===== src/common/atd_cfg.svh =====
`ifndef ATD_CFG_SVH
`define ATD_CFG_SVH

// opcodes, ten bits
`define ATD_OP_SHIFT_TO_ACC 10'h278
`define ATD_OP_POINTER_TO_ACC 10'h051
`define ATD_OP_ACC_TO_CONV 10'h239
`define ATD_OP_IRQ_ONE 10'h253
`define ATD_OP_IRQ_TWO 10'h254
`define ATD_OP_SERIAL 10'h242
`define ATD_OP_KEY_ZERO 10'h256

// register byte offsets
`define ATD_OFF_INSTR 6'h00
`define ATD_OFF_ACC 6'h04
`define ATD_OFF_BREG 6'h08
`define ATD_OFF_SHIFT 6'h0C
`define ATD_OFF_POINTER 6'h10
`define ATD_OFF_CONV 6'h14
`define ATD_OFF_CTRL 6'h18
`define ATD_OFF_IRQ_ONE 6'h1C
`define ATD_OFF_IRQ_TWO 6'h20
`define ATD_OFF_SERIAL 6'h24
`define ATD_OFF_KEY_ZERO 6'h28
`define ATD_OFF_CARRY 6'h2C
`define ATD_OFF_STATUS 6'h30

// field positions
`define ATD_CTRL_MODE_BIT 0
`define ATD_STAT_ILLEGAL_BIT 0
`define ATD_STAT_SKIP_BIT 1
`define ATD_STAT_OP_LSB 4
`define ATD_STAT_CNT_LSB 8

// reset values
`define ATD_RST_NIBBLE 4'h0
`define ATD_RST_BYTE 8'h00
`define ATD_RST_POINTER 3'h0

`endif


===== src/common/atd_pkg.sv =====
`default_nettype none
package atd_pkg;

  typedef enum logic [2:0] {
    ATD_OP_NONE = 3'b000,
    ATD_OP_SHIFT = 3'b001,
    ATD_OP_POINTER = 3'b010,
    ATD_OP_CONV = 3'b011,
    ATD_OP_IRQ1 = 3'b100,
    ATD_OP_IRQ2 = 3'b101,
    ATD_OP_SER = 3'b110,
    ATD_OP_KEY0 = 3'b111
  } atd_op_t;

  typedef struct packed {
    logic valid;
    logic write;
    logic [5:0] addr;
  } atd_ahb_req_t;

  typedef struct packed {
    logic [3:0] acc;
    logic [3:0] breg;
    logic [7:0] shift;
    logic [2:0] pointer;
    logic [7:0] conv;
    logic comparator_mode_sel;
    logic [3:0] irq_ctrl_one;
    logic [3:0] irq_ctrl_two;
    logic [3:0] serial_ctrl_reg;
    logic [3:0] key_wake_ctrl_zero;
    logic carry;
    logic skip_next;
    logic illegal;
    atd_op_t last_op;
    logic [7:0] exec_cnt;
  } atd_state_t;

endpackage
`default_nettype wire


===== src/design/atd_core.sv =====
// Chosen here: register access over AHB-Lite and the placing of the registers.
`timescale 1ns/1ps
`default_nettype none
`include "atd_cfg.svh"

// Overview of operation
// - shift upper nibble goes to b
// - shift lower nibble goes to accumulator
// - decode pointer-to-accumulator opcode
// - pointer bits fill accumulator low three
// - pointer move clears accumulator top bit
// - decode accumulator-to-converter opcode
// - conversion mode: converter write is no-op
// - comparator mode: b high, acc low
// - decode irq control one read, single cycle
// - decode irq control two read
// - decode serial control read
// - decode key wake control zero read
module atd_core (
  input wire logic clk,
  input wire logic rst_n,
  input wire logic hsel,
  input wire logic [31:0] haddr,
  input wire logic [1:0] htrans,
  input wire logic hwrite,
  input wire logic [2:0] hsize,
  input wire logic [31:0] hwdata,
  input wire logic hready,
  output logic hreadyout,
  output logic hresp,
  output logic [31:0] hrdata,
  output logic [3:0] acc_out,
  output logic [3:0] breg_out,
  output logic [7:0] conv_out,
  output logic exec_pulse
);
  import atd_pkg::*;

  atd_ahb_req_t req_reg;
  atd_ahb_req_t req_next;
  atd_state_t st_reg;
  atd_state_t st_next;
  logic [31:0] rdata_reg;
  logic [31:0] rdata_next;
  logic exec_reg;
  logic exec_next;
  atd_op_t op;
  logic wr_now;
  logic instr_wr;

  atd_opcode_decode u_dec (
    .opcode(hwdata[9:0]),
    .op(op)
  );

  // the slave never stalls, so hready only matters for the address phase
  assign hreadyout = 1'b1;
  assign hresp = 1'b0;
  assign hrdata = rdata_reg;
  assign acc_out = st_reg.acc;
  assign breg_out = st_reg.breg;
  assign conv_out = st_reg.conv;
  assign exec_pulse = exec_reg;

  // address phase is registered so decode sees the data-phase word
  assign wr_now = req_reg.valid && req_reg.write;
  assign instr_wr = wr_now && (req_reg.addr == `ATD_OFF_INSTR);

  always_comb begin
    req_next = req_reg;
    if (hready) begin
      req_next.valid = hsel && htrans[1] && (hsize == 3'b010);
      req_next.write = hwrite;
      req_next.addr = {haddr[5:2], 2'b00};
    end
  end

  // register writes, then instruction execution in the same data phase
  always_comb begin
    st_next = st_reg;
    exec_next = 1'b0;
    if (wr_now) begin
      if (req_reg.addr == `ATD_OFF_ACC) begin
        st_next.acc = hwdata[3:0];
      end else if (req_reg.addr == `ATD_OFF_BREG) begin
        st_next.breg = hwdata[3:0];
      end else if (req_reg.addr == `ATD_OFF_SHIFT) begin
        st_next.shift = hwdata[7:0];
      end else if (req_reg.addr == `ATD_OFF_POINTER) begin
        st_next.pointer = hwdata[2:0];
      end else if (req_reg.addr == `ATD_OFF_CONV) begin
        st_next.conv = hwdata[7:0];
      end else if (req_reg.addr == `ATD_OFF_CTRL) begin
        st_next.comparator_mode_sel = hwdata[`ATD_CTRL_MODE_BIT];
      end else if (req_reg.addr == `ATD_OFF_IRQ_ONE) begin
        st_next.irq_ctrl_one = hwdata[3:0];
      end else if (req_reg.addr == `ATD_OFF_IRQ_TWO) begin
        st_next.irq_ctrl_two = hwdata[3:0];
      end else if (req_reg.addr == `ATD_OFF_SERIAL) begin
        st_next.serial_ctrl_reg = hwdata[3:0];
      end else if (req_reg.addr == `ATD_OFF_KEY_ZERO) begin
        st_next.key_wake_ctrl_zero = hwdata[3:0];
      end else if (req_reg.addr == `ATD_OFF_CARRY) begin
        st_next.carry = hwdata[0];
      end else if (req_reg.addr == `ATD_OFF_STATUS) begin
        // write one to clear; skip flag is software-owned here
        if (hwdata[`ATD_STAT_ILLEGAL_BIT]) begin
          st_next.illegal = 1'b0;
        end
        st_next.skip_next = hwdata[`ATD_STAT_SKIP_BIT];
      end
    end
    if (instr_wr) begin
      // whole instruction retires at this one edge
      exec_next = 1'b1;
      st_next.last_op = op;
      st_next.exec_cnt = st_reg.exec_cnt + 8'h01;
      case (op)
        ATD_OP_SHIFT: begin
          st_next.breg = st_reg.shift[7:4];
          st_next.acc = st_reg.shift[3:0];
        end
        ATD_OP_POINTER: begin
          st_next.acc = {1'b0, st_reg.pointer};
        end
        ATD_OP_CONV: begin
          if (st_reg.comparator_mode_sel) begin
            st_next.conv = {st_reg.breg, st_reg.acc};
          end else begin
            st_next.conv = st_reg.conv;
          end
        end
        ATD_OP_IRQ1: begin
          st_next.acc = st_reg.irq_ctrl_one;
        end
        ATD_OP_IRQ2: begin
          st_next.acc = st_reg.irq_ctrl_two;
        end
        ATD_OP_SER: begin
          st_next.acc = st_reg.serial_ctrl_reg;
        end
        ATD_OP_KEY0: begin
          st_next.acc = st_reg.key_wake_ctrl_zero;
        end
        default: begin
          // unknown word: flagged, only last_op and exec_cnt move besides; set beats a same-cycle clear
          st_next.illegal = 1'b1;
        end
      endcase
      // carry and skip are never touched by execution
      st_next.carry = st_reg.carry;
      st_next.skip_next = st_reg.skip_next;
    end
  end

  // read mux looks at next values so a read right after a write sees it
  always_comb begin
    rdata_next = 32'h0000_0000;
    // non-word sizes read back zero, as they write nothing
    if (hready && hsel && htrans[1] && (hsize == 3'h2) && !hwrite) begin
      if (req_next.addr == `ATD_OFF_ACC) begin
        rdata_next[3:0] = st_next.acc;
      end else if (req_next.addr == `ATD_OFF_BREG) begin
        rdata_next[3:0] = st_next.breg;
      end else if (req_next.addr == `ATD_OFF_SHIFT) begin
        rdata_next[7:0] = st_next.shift;
      end else if (req_next.addr == `ATD_OFF_POINTER) begin
        rdata_next[2:0] = st_next.pointer;
      end else if (req_next.addr == `ATD_OFF_CONV) begin
        rdata_next[7:0] = st_next.conv;
      end else if (req_next.addr == `ATD_OFF_CTRL) begin
        rdata_next[`ATD_CTRL_MODE_BIT] = st_next.comparator_mode_sel;
      end else if (req_next.addr == `ATD_OFF_IRQ_ONE) begin
        rdata_next[3:0] = st_next.irq_ctrl_one;
      end else if (req_next.addr == `ATD_OFF_IRQ_TWO) begin
        rdata_next[3:0] = st_next.irq_ctrl_two;
      end else if (req_next.addr == `ATD_OFF_SERIAL) begin
        rdata_next[3:0] = st_next.serial_ctrl_reg;
      end else if (req_next.addr == `ATD_OFF_KEY_ZERO) begin
        rdata_next[3:0] = st_next.key_wake_ctrl_zero;
      end else if (req_next.addr == `ATD_OFF_CARRY) begin
        rdata_next[0] = st_next.carry;
      end else if (req_next.addr == `ATD_OFF_STATUS) begin
        rdata_next[`ATD_STAT_ILLEGAL_BIT] = st_next.illegal;
        rdata_next[`ATD_STAT_SKIP_BIT] = st_next.skip_next;
        rdata_next[`ATD_STAT_OP_LSB +: 3] = st_next.last_op;
        rdata_next[`ATD_STAT_CNT_LSB +: 8] = st_next.exec_cnt;
      end
    end
  end

  // async assert only; release is taken at the next edge
  always_ff @(posedge clk or negedge rst_n) begin
    if (!rst_n) begin
      req_reg <= '0;
      rdata_reg <= 32'h0000_0000;
      exec_reg <= 1'b0;
      st_reg.acc <= `ATD_RST_NIBBLE;
      st_reg.breg <= `ATD_RST_NIBBLE;
      st_reg.shift <= `ATD_RST_BYTE;
      st_reg.pointer <= `ATD_RST_POINTER;
      st_reg.conv <= `ATD_RST_BYTE;
      st_reg.comparator_mode_sel <= 1'b0;
      st_reg.irq_ctrl_one <= `ATD_RST_NIBBLE;
      st_reg.irq_ctrl_two <= `ATD_RST_NIBBLE;
      st_reg.serial_ctrl_reg <= `ATD_RST_NIBBLE;
      st_reg.key_wake_ctrl_zero <= `ATD_RST_NIBBLE;
      st_reg.carry <= 1'b0;
      st_reg.skip_next <= 1'b0;
      st_reg.illegal <= 1'b0;
      st_reg.last_op <= ATD_OP_NONE;
      st_reg.exec_cnt <= `ATD_RST_BYTE;
    end else begin
      req_reg <= req_next;
      rdata_reg <= rdata_next;
      exec_reg <= exec_next;
      st_reg <= st_next;
    end
  end

endmodule

`default_nettype wire


===== src/design/atd_opcode_decode.sv =====
`timescale 1ns/1ps
`default_nettype none
`include "atd_cfg.svh"

module atd_opcode_decode (
  input wire logic [9:0] opcode,
  output atd_pkg::atd_op_t op
);
  import atd_pkg::*;

  always_comb begin
    if (opcode == `ATD_OP_SHIFT_TO_ACC) begin
      op = ATD_OP_SHIFT;
    end else if (opcode == `ATD_OP_POINTER_TO_ACC) begin
      op = ATD_OP_POINTER;
    end else if (opcode == `ATD_OP_ACC_TO_CONV) begin
      op = ATD_OP_CONV;
    end else if (opcode == `ATD_OP_IRQ_ONE) begin
      op = ATD_OP_IRQ1;
    end else if (opcode == `ATD_OP_IRQ_TWO) begin
      op = ATD_OP_IRQ2;
    end else if (opcode == `ATD_OP_SERIAL) begin
      op = ATD_OP_SER;
    end else if (opcode == `ATD_OP_KEY_ZERO) begin
      op = ATD_OP_KEY0;
    end else begin
      op = ATD_OP_NONE;
    end
  end

endmodule

`default_nettype wire


===== config.mk =====
export PLATFORM = sky130hd
export DESIGN_NAME = atd_core
export DESIGN_NICKNAME = d
export VERILOG_FILES = /design/src/common/atd_pkg.sv /design/src/design/atd_core.sv /design/src/design/atd_opcode_decode.sv
export VERILOG_INCLUDE_DIRS = /design/src /design/src/common
export SDC_FILE = /design/constraint.sdc
export NUM_CORES = 1
export LEC_CHECK = 0
export BUFFER_PORTS_ARGS = -buffer_cell sky130_fd_sc_hd__buf_2
export CAP_MARGIN = 15
export CORE_MARGIN = 2
export CORE_UTILIZATION = 30
export DETAILED_ROUTE_END_ITERATION = 8
export HOLD_SLACK_MARGIN = 0.1
export SYNTH_ARGS = -nofsm -noshare
export SYNTH_HDL_FRONTEND = slang
export SYNTH_SLANG_ARGS = --single-unit
export TNS_END_PERCENT = 5

===== constraint.sdc =====
create_clock -name clk -period 2.3 [get_ports clk]
set_input_delay 0.23 -clock clk [delete_from_list [all_inputs] [get_ports clk]]
set_output_delay 0.23 -clock clk [all_outputs]
set_load 0.01 [all_outputs]

==> results by group <==
STA
  • Worst-Margin Slew: 0.5945 ns
  • Setup-failing EPs final: 1
  • Fmax: approximately 430 MHz
  • Final Skew: 0.008209 ns
  • Slew Viols, Final: 0
  • Min Hold Slack: around 0.16 ns
  • PnR worst setup slack: -0.02626 ns
  • Worst rel slew slack: ~60%
  • RSZ-0062 raised after global routing: yes
  • Minimum clock period after layout: between 2 and 2.5 ns
  • Period utilization: 101.1%
  • Final Hold Viols: 0

Setup path
  • Critical Path RT: ~2.5 ns
  • Max incr delay on CP: around 0.39 ns
  • Arr. time, crit path: 2.55 ns
  • Cells along the critical path: nor4_2 -> nand2_1 -> clkinv_1 -> buf_4 -> and3_4 -> nand3_4 -> mux2_4 -> mux2_4 -> a21oi_2 -> a21oi_2
  • Crit. End Element: flop
  • RR Endpoint: hrdata[3]
  • Crit Path Max Fanout: 10
  • Crit path max-delay cell type: dfrtp_1
  • Worst R2R Setup Slack: -0.03 ns
  • Crit path max-delay family: simple AND/OR/NAND/NOR gates
  • FF-to-FF Start: req_reg[2]
  • Worst setup SP type: flop
  • WS Path Type: flop to flop
  • Cells on worst reg2reg path: 10
  • CP bufs+invs: 2

CTS
  • Clk slew on worst S/H paths: roughly 0.06 ns
  • Root buf cell: clkbuf_16
  • Clock Path Buffers: 2
  • Clk_lat worst skew: about 0.34 ns
  • Clock Sinks: between 80 and 90
  • Htree depth: 3
  • CTS buffer count: 9
  • TritonCTS clock tree: done

Synthesis
  • Synth Area per Inst: 10.43 sq um
  • Post-synth EDFFs: 0
  • Synth async-reset ratio: between 90% and 100%
  • Synth Warn #: 0
  • Sequential share of the synthesized area: a little under half
  • Post-Syn Instances: 440
  • Register bit total from synthesis: 83
  • Distinct cells, synth: 76
  • Main synth FF type: dfrtp_1
  • Post-synthesis cell area: 4591 sq um

Route
  • Vias: between 3k and 4k
  • Drt wl/cell: between 15 and 20 um
  • Via/cell ratio: approximately 5
  • Pre-Repair DR Iteration Count: 5
  • Drc violations: 0
  • Drt total wl: 13200 um
  • Initial drt markers: 241
  • Detail Route Antenna Nets: 0

Min path
  • Hold_sp: hwrite
  • Hold WC Path Type: input port to flop
  • WHS Endpoint: req_reg[6]
  • Hold Path Depth: 2

Cells and area
  • Synth-to-layout area growth: 31.45%
  • Number of flip-flops in the largest register: between 40 and 50
  • # diodes: 0
  • Post-route cell area: 6035 sq um
  • Fin util: 39.99%
  • Layout Cells excl Fill: between 700 and 800
  • Share of layout cells above drive strength 1: roughly 44%
  • Final nets: 637

Global route
  • First-pass GRT wire length: roughly 21000 um
  • Vias in the first global route: around 4k
  • Overall Global Routing Usage: approximately 17%
  • Largest net degree at the start of global routing: 47
  • Initial antenna violation count: 0
  • Gr ovfl total: 0

Floorplan
  • Die height: ~130 um
  • Core area: between 15000 and 20000 sq um
  • Row Count: 45
  • Initial core utilization: 30.42%
  • Io pins: 125
  • Die ar.: between 15000 and 20000 sq um
  • Die Span X: between 100 and 150 um

Power and ir drop
  • Static leakage: roughly 2.8 nW
  • Worst vdd ir: between 300 and 400 uV
  • Power per Cell Area: between 600 and 700 nW/um^2

Placed design
  • Number of port buffers: 55
  • Post-DP Area: around 5500 sq um
  • GPL Wtd Cong: ~0.9
  • Inst Count DP: 731
  • Half-perimeter wire length after placement: just over 10000 um

Flow run
  • Max Cap Viol: 0

Outcome
  • Outcome: finished, violations left
  • Violated checks: negative setup slack
metal layers:
layer | routed length [um] | GRT usage, % | vias to the layer above
met3 | 616 | 3.130 | 20
met2 | 6588 | 28.56 | 124
met4 | 212 | 4.266 | 0
met1 | 5780 | 21.27 | 1920
li1 | - | - | 1802
met5 | 0 | 0 | -
worst reg2reg max path: stages, from the launching register on:
cell and delay (ns):
dfrtp_1 0.39, nor4_2 0.30, nand2_1 0.18, clkinv_1 0.09
buf_4 0.17, and3_4 0.21, nand3_4 0.08, mux2_4 0.33
mux2_4 0.28, a21oi_2 0.12, a21oi_2 0.06
final cells by class:
cell class	instances	area (sq um)
inverters	10	37.54
multi-input cells	314	2390
flip-flops and latches	83	2077
well taps	188	235.2
fillers	1462	9055
clock inverters	6	87.58
clock buffers	10	239.0
repair buffers	144	968.4
power by group:
part	internal [W]	switching, W	leakage [nW]
Sequential	0.00155	0.0000609	1.04
Clock	0.000983	0.000606	0.163
Combinational	0.000266	0.000325	1.63
Total	0.00280	0.000992	2.83
placed cells by master, fill, tap and decap left out, drive strengths merged, types with 3 or more instances in the layout:
master and instances:
o32ai 3, mux2 39, and4 3, and3 14
nand2b 8, xnor2 8, nand3 12, o21a 4
clkinv 4, nand4b 3, a22o 7, nor4b 5
conb 18, inv 10, a22oi 9, nor2 36
o32a 3, dfrtp 83, buf 143, nor2b 4
o22ai 10, nand4 7, mux2i 5, nor4 3
nand2 38, or2 4, o21ai 8, a21oi 13
and2 5, clkbuf 10, nor3 9
cell usage after synthesis, drive strengths merged, types with 8 or more instances:
cell type | count | area [sq um]
nand2 | 38 | 142.6
o21ai | 8 | 40.04
dfrtp | 83 | 2077
xnor2 | 8 | 70.07
nand2b | 8 | 50.05
nand3 | 12 | 72.57
a21oi | 13 | 87.59
nor2 | 36 | 137.6
and3 | 14 | 92.59
inv | 9 | 33.78
buf | 42 | 300.3
a22oi | 9 | 67.56
o22ai | 10 | 75.07
nor3 | 9 | 50.05
mux2 | 39 | 442.9
how the worst max path moves through the flow:
stage	startpoint	to	slack [ns]	cells past startpoint
2_1_floorplan	hwdata[1]	hrdata[3]	-0.18	9
3_3_place_gp	req_reg[0]	hrdata[0]	-0.36	9
3_5_place_dp	req_reg[0]	hrdata[2]	-0.31	9
4_1_cts	req_reg[0]	hrdata[0]	-0.005	9
5_1_grt	req_reg[2]	hrdata[0]	-0.15	11
6_report	req_reg[2]	hrdata[3]	-0.03	10
logic make-up after synthesis:
group | count (synthesis) | synth area share, %
simple gates | 163 | 20.25
flops | 83 | 45.24
compound gates | 80 | 13.87
buf+inv | 59 | 7.931
mux | 44 | 10.74
xor+xnor | 8 | 1.526
other cells | 2 | 0.1636
fa+ha+maj | 1 | 0.2725
repair_timing:
action                                 CTS  global route
hold buffers                             1             0
gates resized for setup                 26            12
endpoints found under the hold margin   45             0
pin swaps                               11             3
setup endpoints to repair                6            12
setup buffers                            6             1
through the flow:
step	total power (W)	worst slack, ns	TNS, ns
after floorplan	0.001971	-0.1833	-0.3182
after global placement	0.002163	-0.3581	-2.500
after detailed placement	0.002177	-0.3113	-2.807
after CTS	0.003808	-0.005095	-0.005095
after global routing	0.003928	-0.1514	-1.001
final	0.003789	-0.02626	-0.02626
No activity file was read; power rests on OpenSTA's default activity.
